### src/logic/eplc_pkg.sv
// eplc_pkg: constants and types shared by the configuration word loader
// assumes: 16-bit configuration words, six switch ports, 100 MHz core clock
package eplc_pkg;

  // ===========================================================
  // sizes
  localparam int unsigned NPORTS  = 6;
  localparam int unsigned PORT_W  = 3;
  localparam int unsigned OFS_W   = 8;
  localparam int unsigned RADDR_W = PORT_W + OFS_W;
  localparam int unsigned EADDR_W = 8;

  // ===========================================================
  // word addresses in the configuration memory
  localparam logic [7:0] EE_PHY_FIRST = 8'h40;
  localparam logic [7:0] EE_PHY_LAST  = 8'h4A;
  localparam logic [7:0] EE_PHY_STEP  = 8'h02;
  localparam logic [7:0] EE_PM_FIRST  = 8'h50;
  localparam logic [7:0] EE_PM_LAST   = 8'h57;
  localparam logic [7:0] EE_PM_STEP   = 8'h01;

  // ===========================================================
  // fields inside a PHY word
  localparam int unsigned W_PHY2_LSB  = 0;
  localparam int unsigned W_PHY2_MSB  = 4;
  localparam int unsigned W_PHY3_LSB  = 5;
  localparam int unsigned W_PHY3_MSB  = 11;
  localparam int unsigned W_DEEMPH    = 12;
  localparam int unsigned W_COMPDET   = 13;
  localparam int unsigned W_DCC_LSB   = 14;
  localparam int unsigned W_DCC_MSB   = 15;

  // fields inside a power-management word
  localparam int unsigned W_NSR       = 0;
  localparam int unsigned W_AUX_LSB   = 1;
  localparam int unsigned W_AUX_MSB   = 3;
  localparam int unsigned W_PME_LSB   = 6;
  localparam int unsigned W_PME_MSB   = 7;
  localparam int unsigned W_DATA_LSB  = 8;
  localparam int unsigned W_DATA_MSB  = 15;

  // ===========================================================
  // configuration offsets and bit positions
  localparam logic [7:0] OFS_PM_CAP   = 8'h40;
  localparam logic [7:0] OFS_PM_CSR   = 8'h44;
  localparam logic [7:0] OFS_LINK_CMP = 8'h78;
  localparam logic [7:0] OFS_PHY2     = 8'h7C;
  localparam logic [7:0] OFS_TL_CTRL  = 8'h8C;
  localparam logic [7:0] OFS_PHY3     = 8'h90;
  localparam logic [7:0] OFS_DEEMPH   = 8'hF0;

  localparam int unsigned C_PHY2_LSB  = 8;
  localparam int unsigned C_PHY3_LSB  = 0;
  localparam int unsigned C_DEEMPH    = 6;
  localparam int unsigned C_COMPDET   = 11;
  localparam int unsigned C_DCC_LSB   = 8;
  localparam int unsigned C_NSR       = 3;
  localparam int unsigned C_AUX_LSB   = 22;
  localparam int unsigned C_D1_SUP    = 25;
  localparam int unsigned C_D2_SUP    = 26;
  localparam int unsigned C_PME_LSB   = 28;
  localparam int unsigned C_DATA_LSB  = 24;

  // ===========================================================
  // loader control and status, in port slot 7
  localparam logic [2:0] LDR_PORT     = 3'h7;
  localparam logic [7:0] OFS_LDR_CTRL = 8'h00;
  localparam logic [7:0] OFS_LDR_STAT = 8'h04;
  localparam int unsigned CTRL_RELOAD = 0;
  localparam int unsigned STAT_DONE   = 0;
  localparam int unsigned STAT_BUSY   = 1;
  localparam int unsigned STAT_ADDR_LSB = 8;

  // ===========================================================
  // per-port loaded fields
  typedef struct packed {
    logic [4:0] phy2;
    logic [6:0] phy3;
    logic       deemph;
    logic       comp_det;
    logic [1:0] data_count_change_select;
    logic       no_soft_rst;
    logic [2:0] aux_cur;
    logic [1:0] pme_d2d1;
    logic [7:0] pm_data;
  } eplc_port_t;

  localparam eplc_port_t PORT_RST = '0;

  typedef enum logic [1:0] {
    WK_NONE,
    WK_PHY,
    WK_PM,
    WK_DATA
  } eplc_kind_t;

  typedef struct packed {
    eplc_kind_t       kind;
    logic [PORT_W-1:0] port;
  } eplc_dec_t;

endpackage

### src/logic/eplc_loader.sv
// eplc_loader: copies configuration words into per-port config fields
// assumes: a word reader on clk answers each request with one valid pulse
//
// Operation
// (RQ1) The port 5 PHY word bits 4:0 go to PHY parameter 2 bits 12:8 at 7Ch.
// (RQ2) The port 5 PHY word bits 11:5 go to PHY parameter 3 bits 6:0 at 90h.
// (RQ3) The port 5 PHY word bit 12 goes to de-emphasis select, bit 6 at F0h.
// (RQ4) The port 5 PHY word bit 13 goes to compliance-to-detect, bit 11 at 78h.
// (RQ5) The port 5 PHY word bits 15:14 go to data count change select, 8Ch bits 9:8.
// (RQ6) The port 4 PHY word feeds compliance-to-detect and data count change select alike.
// (RQ7) Word 50h bit 0 goes to the port 0 no soft reset bit, bit 3 at 44h.
// (RQ8) Power-management word bits 3:1 go to auxiliary current, 40h bits 24:22.
// (RQ9) The D1 support bit, 40h bit 25, always reads 1 and is read only.
// (RQ10) The D2 support bit, 40h bit 26, always reads 1 and is read only.
// (RQ11) Power-management word bits 7:6 go to wake support for D2/D1, 40h bits 29:28.
// (RQ12) Word 51h bits 15:8 go to port 0 44h bits 31:24, read only data.
// (RQ13) Ports 1 to 3 take the same power-management layout from words 52h, 54h, 56h.
// (RQ14) Ports 1 to 3 take their data byte from the upper byte of words 53h, 55h, 57h.
// (RQ15) Port 0 PHY word sits at 40h, further ports at successive even words.
// (RQ16) All words are loaded after reset before the fields serve the link or reads; port_cfg changes as each word loads, only reads wait for cfg_done_q.
// (RQ17) Each word is 16 bits, bit 0 lowest; unmapped fields keep their defaults.
//
// Our own choices: the plain strobed port and the address map.
`timescale 1ns/1ps
`default_nettype none

module eplc_loader
  import eplc_pkg::*;
(
  // clock and reset
  input  wire logic                clk,
  input  wire logic                sys_rst,
  // word reader
  output logic                     ee_rd_req,
  output logic [EADDR_W-1:0]       ee_addr_q,
  input  wire logic                ee_rd_valid,
  input  wire logic [15:0]         ee_rd_data,
  // register port
  input  wire logic [RADDR_W-1:0]  reg_addr,
  input  wire logic [31:0]         reg_wdata,
  input  wire logic                reg_wr,
  input  wire logic                reg_rd,
  output logic [31:0]              reg_rdata_q,
  // loaded configuration
  output logic                     cfg_done_q,
  output eplc_port_t [NPORTS-1:0]  port_cfg
);

  // ===========================================================
  // helpers
  function automatic eplc_dec_t decode_word(input logic [EADDR_W-1:0] a);
    eplc_dec_t d;
    logic [7:0] rel;
    d.kind = WK_NONE;
    d.port = '0;
    rel = '0;
    if (a >= EE_PHY_FIRST && a <= EE_PHY_LAST && !a[0]) begin
      rel = a - EE_PHY_FIRST;
      d.kind = WK_PHY; // RQ15
      d.port = rel[PORT_W:1];
    end else if (a >= EE_PM_FIRST && a <= EE_PM_LAST) begin
      rel = a - EE_PM_FIRST;
      d.kind = a[0] ? WK_DATA : WK_PM; // RQ13 RQ14
      d.port = rel[PORT_W:1];
    end
    return d;
  endfunction

  function automatic logic [EADDR_W-1:0] next_word(input logic [EADDR_W-1:0] a);
    if (a == EE_PHY_LAST) begin
      return EE_PM_FIRST;
    end else if (a < EE_PHY_LAST) begin
      return a + EE_PHY_STEP;
    end else begin
      return a + EE_PM_STEP;
    end
  endfunction

  function automatic logic [31:0] cfg_image(input eplc_port_t f,
                                            input logic [OFS_W-1:0] ofs);
    logic [31:0] v;
    v = '0;
    unique case (ofs)
      OFS_PM_CAP: begin
        v[C_AUX_LSB +: 3] = f.aux_cur;
        v[C_D1_SUP]       = 1'b1; // RQ9
        v[C_D2_SUP]       = 1'b1; // RQ10
        v[C_PME_LSB +: 2] = f.pme_d2d1;
      end
      OFS_PM_CSR: begin
        v[C_NSR]           = f.no_soft_rst;
        v[C_DATA_LSB +: 8] = f.pm_data;
      end
      OFS_LINK_CMP: v[C_COMPDET] = f.comp_det;
      OFS_PHY2:     v[C_PHY2_LSB +: 5] = f.phy2;
      OFS_TL_CTRL:  v[C_DCC_LSB +: 2] = f.data_count_change_select;
      OFS_PHY3:     v[C_PHY3_LSB +: 7] = f.phy3;
      OFS_DEEMPH:   v[C_DEEMPH] = f.deemph;
      default:      v = '0; // RQ17
    endcase
    return v;
  endfunction

  // ===========================================================
  // sequencer
  typedef enum logic [1:0] {
    ST_ISSUE,
    ST_WAIT,
    ST_DONE
  } eplc_state_t;

  eplc_state_t state_q;
  eplc_dec_t   cur_dec;
  logic        word_taken;
  logic        reload_req;
  logic [PORT_W-1:0] reg_port;
  logic [OFS_W-1:0]  reg_ofs;

  assign cur_dec    = decode_word(ee_addr_q);
  assign word_taken = (state_q == ST_WAIT) && ee_rd_valid;
  assign ee_rd_req  = (state_q == ST_ISSUE);
  assign reg_port   = reg_addr[RADDR_W-1:OFS_W];
  assign reg_ofs    = reg_addr[OFS_W-1:0];
  assign reload_req = reg_wr && reg_port == LDR_PORT && reg_ofs == OFS_LDR_CTRL
                      && reg_wdata[CTRL_RELOAD];

  always_ff @(posedge clk or posedge sys_rst) begin
    if (sys_rst) begin
      state_q <= ST_ISSUE; // RQ16
    end else if (reload_req) begin
      state_q <= ST_ISSUE;
    end else begin
      unique case (state_q)
        ST_ISSUE: state_q <= ST_WAIT;
        ST_WAIT: begin
          if (ee_rd_valid) begin
            state_q <= (ee_addr_q == EE_PM_LAST) ? ST_DONE : ST_ISSUE;
          end
        end
        ST_DONE:  state_q <= ST_DONE;
      endcase
    end
  end

  always_ff @(posedge clk or posedge sys_rst) begin
    if (sys_rst) begin
      ee_addr_q <= EE_PHY_FIRST;
    end else if (reload_req) begin
      ee_addr_q <= EE_PHY_FIRST;
    end else if (word_taken && ee_addr_q != EE_PM_LAST) begin
      ee_addr_q <= next_word(ee_addr_q); // RQ13
    end
  end

  always_ff @(posedge clk or posedge sys_rst) begin
    if (sys_rst) begin
      cfg_done_q <= 1'b0;
    end else if (reload_req) begin
      cfg_done_q <= 1'b0;
    end else if (word_taken && ee_addr_q == EE_PM_LAST) begin
      cfg_done_q <= 1'b1; // RQ16
    end
  end

  // ===========================================================
  // per-port field stores
  for (genvar p = 0; p < NPORTS; p++) begin : g_port
    logic hit;
    assign hit = word_taken && cur_dec.port == PORT_W'(p);
    eplc_port_fields u_fields (
      .clk      (clk),
      .sys_rst  (sys_rst),
      .word     (ee_rd_data), // RQ17
      .ld_phy   (hit && cur_dec.kind == WK_PHY), // RQ6 RQ15
      .ld_pm    (hit && cur_dec.kind == WK_PM), // RQ13
      .ld_data  (hit && cur_dec.kind == WK_DATA), // RQ14
      .fields_q (port_cfg[p])
    );
  end

  // ===========================================================
  // register read port
  always_ff @(posedge clk or posedge sys_rst) begin
    if (sys_rst) begin
      reg_rdata_q <= '0;
    end else if (!reg_rd) begin
      reg_rdata_q <= '0;
    end else if (reg_port == LDR_PORT) begin
      reg_rdata_q <= '0;
      if (reg_ofs == OFS_LDR_STAT) begin
        reg_rdata_q[STAT_DONE]               <= cfg_done_q;
        reg_rdata_q[STAT_BUSY]               <= !cfg_done_q;
        reg_rdata_q[STAT_ADDR_LSB +: EADDR_W] <= ee_addr_q;
      end
    end else if (!cfg_done_q || reg_port >= PORT_W'(NPORTS)) begin
      reg_rdata_q <= '0; // RQ16
    end else begin
      reg_rdata_q <= cfg_image(port_cfg[reg_port], reg_ofs); // RQ9 RQ10 RQ12
    end
  end

  logic              chk_phy_q;
  logic              chk_pm_q;
  logic              chk_data_q;
  logic [PORT_W-1:0] chk_port_q;
  logic [15:0]       chk_word_q;
  eplc_port_t        chk_f;

  always_ff @(posedge clk or posedge sys_rst) begin
    if (sys_rst) begin
      chk_phy_q  <= 1'b0;
      chk_pm_q   <= 1'b0;
      chk_data_q <= 1'b0;
      chk_port_q <= '0;
      chk_word_q <= '0;
    end else begin
      chk_phy_q  <= word_taken && cur_dec.kind == WK_PHY;
      chk_pm_q   <= word_taken && cur_dec.kind == WK_PM;
      chk_data_q <= word_taken && cur_dec.kind == WK_DATA;
      chk_port_q <= cur_dec.port;
      chk_word_q <= ee_rd_data;
    end
  end

  assign chk_f = port_cfg[chk_port_q];
endmodule

`default_nettype wire

### src/logic/eplc_port_fields.sv
// eplc_port_fields: holds the loaded configuration fields of one port
// assumes: load strobes are one-cycle pulses on clk, one at a time
`timescale 1ns/1ps
`default_nettype none

module eplc_port_fields
  import eplc_pkg::*;
(
  // clock and reset
  input  wire logic        clk,
  input  wire logic        sys_rst,
  // word and load strobes
  input  wire logic [15:0] word,
  input  wire logic        ld_phy,
  input  wire logic        ld_pm,
  input  wire logic        ld_data,
  // loaded fields
  output eplc_port_t       fields_q
);

  // ===========================================================
  // PHY word split
  always_ff @(posedge clk or posedge sys_rst) begin
    if (sys_rst) begin
      fields_q.phy2                     <= PORT_RST.phy2;
      fields_q.phy3                     <= PORT_RST.phy3;
      fields_q.deemph                   <= PORT_RST.deemph;
      fields_q.comp_det                 <= PORT_RST.comp_det;
      fields_q.data_count_change_select <= PORT_RST.data_count_change_select;
    end else if (ld_phy) begin
      fields_q.phy2                     <= word[W_PHY2_MSB:W_PHY2_LSB]; // RQ1
      fields_q.phy3                     <= word[W_PHY3_MSB:W_PHY3_LSB]; // RQ2
      fields_q.deemph                   <= word[W_DEEMPH]; // RQ3
      fields_q.comp_det                 <= word[W_COMPDET]; // RQ4
      fields_q.data_count_change_select <= word[W_DCC_MSB:W_DCC_LSB]; // RQ5
    end
  end

  // ===========================================================
  // power-management word split
  always_ff @(posedge clk or posedge sys_rst) begin
    if (sys_rst) begin
      fields_q.no_soft_rst <= PORT_RST.no_soft_rst;
      fields_q.aux_cur     <= PORT_RST.aux_cur;
      fields_q.pme_d2d1    <= PORT_RST.pme_d2d1;
    end else if (ld_pm) begin
      fields_q.no_soft_rst <= word[W_NSR]; // RQ7
      fields_q.aux_cur     <= word[W_AUX_MSB:W_AUX_LSB]; // RQ8
      fields_q.pme_d2d1    <= word[W_PME_MSB:W_PME_LSB]; // RQ11
    end
  end

  always_ff @(posedge clk or posedge sys_rst) begin
    if (sys_rst) begin
      fields_q.pm_data <= PORT_RST.pm_data;
    end else if (ld_data) begin
      fields_q.pm_data <= word[W_DATA_MSB:W_DATA_LSB]; // RQ12
    end
  end

endmodule

`default_nettype wire

### config.mk
export PLATFORM = sky130hd
export DESIGN_NAME = eplc_loader
export DESIGN_NICKNAME = d
export VERILOG_FILES = /design/src/logic/eplc_pkg.sv /design/src/logic/eplc_loader.sv /design/src/logic/eplc_port_fields.sv
export SDC_FILE = /design/constraint.sdc
export NUM_CORES = 1
export LEC_CHECK = 0
export BUFFER_PORTS_ARGS = -buffer_cell sky130_fd_sc_hd__buf_4
export CORE_AREA = 2 2 211 213
export CTS_BUF_LIST = sky130_fd_sc_hd__clkbuf_16
export DETAILED_ROUTE_END_ITERATION = 8
export DIE_AREA = 0 0 213 215
export GPL_ROUTABILITY_DRIVEN = 1
export GPL_TIMING_DRIVEN = 0
export SYNTH_ARGS = -nofsm -noshare
export SYNTH_HDL_FRONTEND = slang
export SYNTH_SLANG_ARGS = --single-unit
### constraint.sdc
create_clock -name clk -period 16.7 [get_ports clk]
set_input_delay 3.34 -clock clk [delete_from_list [all_inputs] [get_ports clk]]
set_output_delay 3.34 -clock clk [all_outputs]
set_load 0.02 [all_outputs]
==> flow_metrics.py, run 1 <==
metrics = {
    "die": {
        "io_pins": 286,
        "core-area_um2": 43600,
        "start_util": 0.228,
        "die-area_um2": 45800,
        "die-width_um": 213,
        "core.rowCount": 77,
        "die_h_um": 215,
    },
    "layout": {
        "fillers": 4460,
        "regArea_um2": 5410,
        "fin_nets": 1092,
        "syn2layout_area_growth_pct": 33.8,
        "drive_gt1_frac": 0.451,
        "diodes": 0,
        "utilization": 0.305,
        "multi_input_area_um2": 4070,
    },
    "logic_synthesis": {
        "synthArstFlopShare": 1.00,
        "netlist_instances": 756,
        "synth_edf_count": 0,
        "ys_types": 59,
        "synth_area_um2": 9940,
        "yosys.area.top_type": "dfrtp_1",
        "synth.area.top_cells": "dfrtp_1, mux2_2, mux4_2",
        "yosysTopAreaCellShare": 0.541,
        "syn_area_per_cell_um2": 13.2,
        "yosysWarnings": 0,
        "seq_area_frac_synth": 0.544,
        "synthFlopType": "dfrtp_1",
        "synth-seq-cells": 216,
    },
    "grt": {
        "grt_pass1_wl_um": 54400,
        "antenna_found_initial": 5,
        "grt_usage": 0.166,
        "grt_pass1_vias": 7670,
        "grt_overflow": 0,
        "grt_max_degree": 122,
    },
    "timing": {
        "post-route-period-util": 0.339,
        "finalMaxSlewViolations": 0,
        "finClkSkew_ns": 0.0114,
        "hold_slack_ns": 0.480,
        "relSlewSlack": 0.240,
        "timing.final.hold_violations": 0,
        "max_freq_mhz": 176,
        "finalSetupViolCount": 0,
        "rsz0062_at_grt": "no",
        "fin_crit_ns": 5.67,
        "worstMarginPinSlew_ns": 1.13,
        "fin_setup_tns_ns": 0,
    },
    "power_and_ir_drop": {
        "max-vdd-ir-drop_mv": 0.0663,
        "powerDensity_nw_per_um2": 107,
        "total_power_mw": 1.42,
        "leakagePower_nw": 6.63,
    },
    "clock_tree": {
        "postCtsSetupBuffers": 0,
        "htree_num_levels": 1,
        "cts_resized": 0,
        "ctsLongestPathBuffers": 3,
        "root_buffer": "clkbuf_16",
        "clkTransAtPathRegs_ns": 0.06,
        "cts_sinks": 216,
        "cts_buffers": 26,
        "ctsHoldBuffers": 0,
        "clock_latency_ns": 0.55,
        "cts_tree": "done",
    },
    "route": {
        "vias": 7430,
        "drt-pass1-iter-count": 5,
        "drtAntennaViolNets": 0,
        "drt_wl_total_um": 38300,
        "drc": 0,
        "via_per_inst": 4.55,
        "initialDrtViolationCount": 334,
        "wl_per_cell_um": 23.5,
    },
    "worst_hold_path": {
        "worstHoldPathCells": 1,
        "min_to": "g_port[5].u_fields.fields_q[11]",
        "min-delay-start": "g_port[5].u_fields.fields_q[11]",
        "min_path_type": "flop to flop",
    },
    "critical_path": {
        "r2r_start": "state_q[1]",
        "cp.arrival_ns": 6.12,
        "r2r-end": "g_port[2].u_fields.fields_q[4]",
        "rrSetupSlack_ns": 13.78,
        "slowest_stage": "clkbuf_1",
        "slowest_delay_ns": 0.80,
        "crit_type": "input pin to flop",
        "worstSetupEndpointType": "flop",
        "worstPathRequired_ns": 17.15,
        "cp-start-kind": "input pin",
        "worstRegToRegCells": 7,
        "cp_max_fo": 10,
        "cp_cell_sequence": "buf_4 -> buf_2 -> buf_2 -> inv_1 -> clkbuf_1 -> clkbuf_1 -> a21oi_1 -> o22ai_1",
    },
    "placed_design": {
        "numPortBuffers": 230,
        "place_hpwl_um": 28200,
        "gp_congestion": 0.893,
    },
    "job": {
        "drv_cap": 0,
    },
    "outcome": {
        "status": "complete, no violations",
    },
}
==> where the power goes <==
part | switching [mW] | internal, mW
registers | 0.0310 | 0.555
clock network | 0.232 | 0.323
logic | 0.173 | 0.105
==> state kept, by name, summed over array words and instances (netlist names) <==
register                  cells
ee_addr_q                     8
state_q                       2
cfg_done_q                    1
g_port.u_fields.fields_q    180
reg_rdata_q                  25
==> synthesized netlist by cell type, types with 2 or more instances <==
master    instances
a21oi_1          32
mux2_1           23
mux2_4           10
o22a_1            3
o21a_1            2
buf_6             4
mux2_2          120
a31oi_1           2
mux2i_1          31
nor4_1            4
buf_2            15
ha_1              7
mux4_2           28
nand3_1          13
a22oi_1           2
nor3_1           14
nor2_1           44
nor4_4            2
nand2_1          28
clkbuf_1         39
o31ai_1           5
o21ai_0          12
buf_4            10
buf_1            17
inv_1            12
o22ai_1           8
and2_1            5
nand2b_1          3
nor4b_1           2
and3_1            9
buf_8             2
nand4_1           7
dfrtp_1         215
==> worst max path at each step <==
stage | cells past startpoint | startpoint | endpoint | slack, ns
2_1_floorplan | 1 | sys_rst | cfg_done_q | 7.45
3_3_place_gp | 2 | sys_rst | g_port[4].u_fields.fields_q[7] | 4.60
3_5_place_dp | 6 | reg_addr[8] | reg_rdata_q[1] | 10.27
4_1_cts | 6 | reg_addr[8] | reg_rdata_q[1] | 10.85
5_1_grt | 6 | reg_addr[8] | reg_rdata_q[1] | 10.86
6_report | 8 | reg_addr[10] | reg_rdata_q[24] | 11.03
==> critical path: cells and delay by family <==
family                 cells  cell delay (ns)
AO/OA/AOI/OAI              2             0.54
buffers and inverters      6             2.21
==> cell families (layout without fill, tap and decap cells) <==
group / Yosys count / after routing / synth area share
buffers and inverters: 100 / 379 / 0.0487
AND/OR/NAND/NOR: 140 / 140 / 0.0749
other: 1 / 7 / 0.000377
multiplexers: 212 / 212 / 0.272
adder cells (fa/ha/maj): 7 / 7 / 0.00881
AO/OA/AOI/OAI: 78 / 78 / 0.0500
flip-flops: 216 / 216 / 0.544
XOR/XNOR: 2 / 2 / 0.00176
==> routing by layer <==
layer	GRT usage	up-vias	part of all wire
met5	0	-	0.0014
met4	0.0527	8	0.031
met1	0.208	3838	0.41
met2	0.273	280	0.48
met3	0.0519	71	0.082
li1	-	3233	-
==> placed cells by master, fill, tap and decap left out, types with 8 or more instances in the layout <==
cell type    n
buf_4      240
nand2_1     28
and3_1       9
inv_1       16
buf_1       17
o22ai_1      8
mux4_2      28
a21oi_1     32
nand3_1     13
mux2_4      10
mux2i_1     31
nor3_1      14
dfrtp_1    215
mux2_2     120
nor2_1      44
mux2_1      23
clkbuf_16   27
clkbuf_1    39
buf_2       15
o21ai_0     12
==> stage by stage <==
stage / cell area [µm²] / std cells / setup slack [ns]
detailed placement: 12500 / 1585 / 10.27
finish: 13300 / 1633 / 11.03
floorplan: 9960 / 762 / 7.45
CTS: 13300 / 1633 / 10.85
global placement: 12400 / 1584 / 4.60
global route: 13300 / 1633 / 10.86
==> cell type report <==
cell class | instances | share of cell area
Tap cell | 592 | 0.0557
Buffer | 87 | 0.0327
Clock buffer | 27 | 0.0508
Inverter | 13 | 0.00423
Sequential cell | 216 | 0.407
Clock inverter | 21 | 0.0117
Timing Repair Buffer | 231 | 0.132
Multi-Input combinational cell | 446 | 0.306
Note: power is estimated with default switching activity, not from simulation.
==> run 2: changes to the inputs <==
--- a/config.mk
+++ b/config.mk
@@ -5,11 +5,12 @@
 export SDC_FILE = /design/constraint.sdc
 export NUM_CORES = 1
 export LEC_CHECK = 0
+export ABC_AREA = 1
 export BUFFER_PORTS_ARGS = -buffer_cell sky130_fd_sc_hd__buf_4
-export CORE_AREA = 2 2 211 213
+export CORE_AREA = 2 2 214 216
 export CTS_BUF_LIST = sky130_fd_sc_hd__clkbuf_16
 export DETAILED_ROUTE_END_ITERATION = 8
-export DIE_AREA = 0 0 213 215
+export DIE_AREA = 0 0 216 218
 export GPL_ROUTABILITY_DRIVEN = 1
 export GPL_TIMING_DRIVEN = 0
 export SYNTH_ARGS = -nofsm -noshare
==> constraint.sdc (replaced) <==
create_clock -name clk -period 5.2 [get_ports clk]
set_input_delay 1.04 -clock clk [delete_from_list [all_inputs] [get_ports clk]]
set_output_delay 1.04 -clock clk [all_outputs]
set_load 0.02 [all_outputs]
==> run 2 against run 1 <==
Utilization down 0.18 points. Largest power group unchanged. The flow now finishes with violations (capacitance limit, slew limit). Routed wire length up 25%. Hold slack better by 0.0059 ns. Critical path type unchanged. Critical endpoint is now reg_rdata_q[30]. Via count up 38%. Total power rose to 3.8 times the previous value. Critical path depth unchanged. Sequential power rose to 3.7 times the previous value. Worst setup slack worse by 8.9 ns.
==> flow_metrics.py, run 2 <==
metrics = {
    "timing": {
        "worstMarginPinSlew_ns": 1.52,
        "fin_crit_ns": 3.08,
        "relSlewSlack": -0.0239,
        "finalSetupViolCount": 0,
        "timing.final.hold_violations": 0,
        "finalMaxSlewViolations": 7,
        "rsz0062_at_grt": "no",
        "max_freq_mhz": 325,
        "post-route-period-util": 0.592,
        "finClkSkew_ns": 0.0123,
    },
    "grt": {
        "grt_max_degree": 40,
        "grt_pass1_vias": 9966,
        "antenna_found_initial": 1,
        "grt_overflow": 0,
        "grt_pass1_wl_um": 68000,
        "grt_usage": 0.198,
    },
    "power_and_ir_drop": {
        "max-vdd-ir-drop_mv": 0.221,
        "leakagePower_nw": 6.83,
        "p_seq_frac": 0.403,
        "power.share.combinational": 0.298,
        "p_int_mw": 3.30,
        "switching_share": 0.384,
        "powerDensity_nw_per_um2": 394,
        "clockPowerShare": 0.298,
        "p_sw_mw": 2.05,
    },
    "logic_synthesis": {
        "synth_edf_count": 0,
        "yosys.area.top_type": "dfrtp_1",
        "yosys-top-cells-count": "nand2_1, dfrtp_1, o21ai_0, nor2_1, inv_1",
        "netlist_instances": 1205,
        "synth_most_common_cell": "nand2_1",
        "syn_area_per_cell_um2": 8.42,
        "synthFlopType": "dfrtp_1",
        "synth_area_um2": 10100,
        "yosysWarnings": 0,
        "ys_types": 43,
        "synthArstFlopShare": 1.00,
        "yosysTopAreaCellShare": 0.530,
        "synth-seq-cells": 216,
        "synth.area.top_cells": "dfrtp_1, nand2_1, o21ai_0",
        "seq_area_frac_synth": 0.533,
    },
    "outcome": {
        "violations": "capacitance limit, slew limit",
        "status": "complete, but fails checks",
    },
    "clock_tree": {
        "root_buffer": "clkbuf_16",
        "clock_latency_ns": 0.54,
        "cts_resized": 0,
        "htree_num_levels": 1,
        "cts_sinks": 216,
        "cts_tree": "done",
        "ctsLongestPathBuffers": 3,
        "ctsHoldBuffers": 0,
        "postCtsSetupBuffers": 0,
        "clkTransAtPathRegs_ns": 0.06,
        "cts_buffers": 24,
    },
    "die": {
        "core-area_um2": 44900,
        "start_util": 0.226,
        "io_pins": 286,
        "die-area_um2": 47100,
        "core.rowCount": 78,
        "die_h_um": 218,
        "die-width_um": 216,
    },
    "layout": {
        "largest_register": "g_port.u_fields.fields_q",
        "fillers": 4852,
        "utilization": 0.303,
        "largest_register_ffs": 180,
        "fin_nets": 1559,
        "drive_gt1_frac": 0.240,
        "reg_top3": "g_port.u_fields.fields_q x180, reg_rdata_q x25, ee_addr_q x8",
        "fin_cells": 2107,
        "syn2layout_area_growth_pct": 34.0,
        "final_cell_mix": "nand2_1, buf_4, dfrtp_1, o21ai_0, nor2_1",
        "layout_commonest_cell": "nand2_1",
    },
    "critical_path": {
        "cp_max_fo": 6,
        "worstPathRequired_ns": 5.61,
        "crit_type": "input pin to flop",
        "worstRegToRegCells": 6,
        "cp-start-kind": "input pin",
        "worstSetupEndpointType": "flop",
        "cp.arrival_ns": 3.49,
    },
    "route": {
        "wl_per_cell_um": 22.7,
        "drtAntennaViolNets": 0,
        "via_per_inst": 4.87,
        "drc": 0,
        "vias": 10300,
        "initialDrtViolationCount": 913,
        "drt-pass1-iter-count": 5,
        "drt_wl_total_um": 47800,
    },
    "placed_design": {
        "gp_congestion": 0.935,
        "place_hpwl_um": 37600,
        "numPortBuffers": 245,
        "dp_cells": 2062,
    },
    "worst_hold_path": {
        "worstHoldPathCells": 1,
        "min_path_type": "flop to flop",
    },
    "job": {
        "drv_cap": 1,
    },
}
## run 2: worst paths after layout
check / start / endpoint / slack (ns)
worst min register to register: g_port[5].u_fields.fields_q[12] / g_port[5].u_fields.fields_q[12] / 0.49
min in group asynchronous: sys_rst / g_port[4].u_fields.fields_q[7] / 0.56
worst min-delay path: g_port[5].u_fields.fields_q[12] / g_port[5].u_fields.fields_q[12] / 0.49
worst max register to register: cfg_done_q / reg_rdata_q[30] / 2.56
worst max-delay path: reg_addr[1] / reg_rdata_q[30] / 2.12
max in group asynchronous: sys_rst / g_port[0].u_fields.fields_q[18] / 3.05
## run 2: cell families after synthesis
| family | count (synthesis) | share of synthesized area |
|---|---|---|
| AOI/OAI and AO/OA | 256 | 0.145 |
| xor gates and xnor gates | 7 | 0.00604 |
| other | 1 | 0.000370 |
| DFF | 216 | 0.533 |
| buffers and inverters | 180 | 0.0771 |
| and+or+nand+nor | 538 | 0.230 |
| adders and majority gates | 7 | 0.00863 |
## run 2: critical path: stages
cell	delay, ns
buf_4	0.11
nor2_1	0.25
inv_1	0.07
nor2_1	0.26
nand2_1	0.16
nor3_1	1.17
nand2_1	0.10
a221oi_1	0.33
## run 2: cell type report
type	count	area (µm²)	share of cell area
inverters	80	304	0.0224
diodes	1	2.50	0.000184
clock inverters	19	87.6	0.00644
repair buffers	251	1960	0.144
clock buffers	25	626	0.0460
multi-input cells	815	3980	0.293
plain buffers	100	482	0.0354
well taps	600	751	0.0552
flip-flops and latches	216	5410	0.398
## run 2: power by group through the flow
stage                     sequential (mW)  combinational, mW  clock [mW]
after floorplan                      2.32              0.665           0
after global placement               2.17               1.56           0
after detailed placement             2.18               1.59           0
after CTS                            2.15               1.60        1.62
after global routing                 2.18               1.73        1.69
final                                2.16               1.60        1.60
## run 2: through the flow
step / setup slack (ns) / setup TNS [ns] / hold WS, ns / power (mW) / instance area (µm²)
after floorplan: 1.35 / 0 / 0.519 / 2.99 / 10200
after global placement: -0.0996 / -14.04 / 0.467 / 3.74 / 12800
after detailed placement: 1.71 / 0 / 0.473 / 3.77 / 12900
after CTS: 2.26 / 0 / 0.487 / 5.37 / 13600
after global routing: 2.09 / 0 / 0.509 / 5.60 / 13600
final: 2.12 / 0 / 0.486 / 5.36 / 13600
## run 2: metal layers
| layer | up-vias | wire (µm) | GRT usage |
|---|---|---|---|
| li1 | 4553 | - | - |
| met1 | 5080 | 18800 | 0.243 |
| met2 | 513 | 21700 | 0.311 |
| met3 | 107 | 4750 | 0.0584 |
| met4 | 0 | 2560 | 0.107 |
| met5 | - | 0 | 0 |
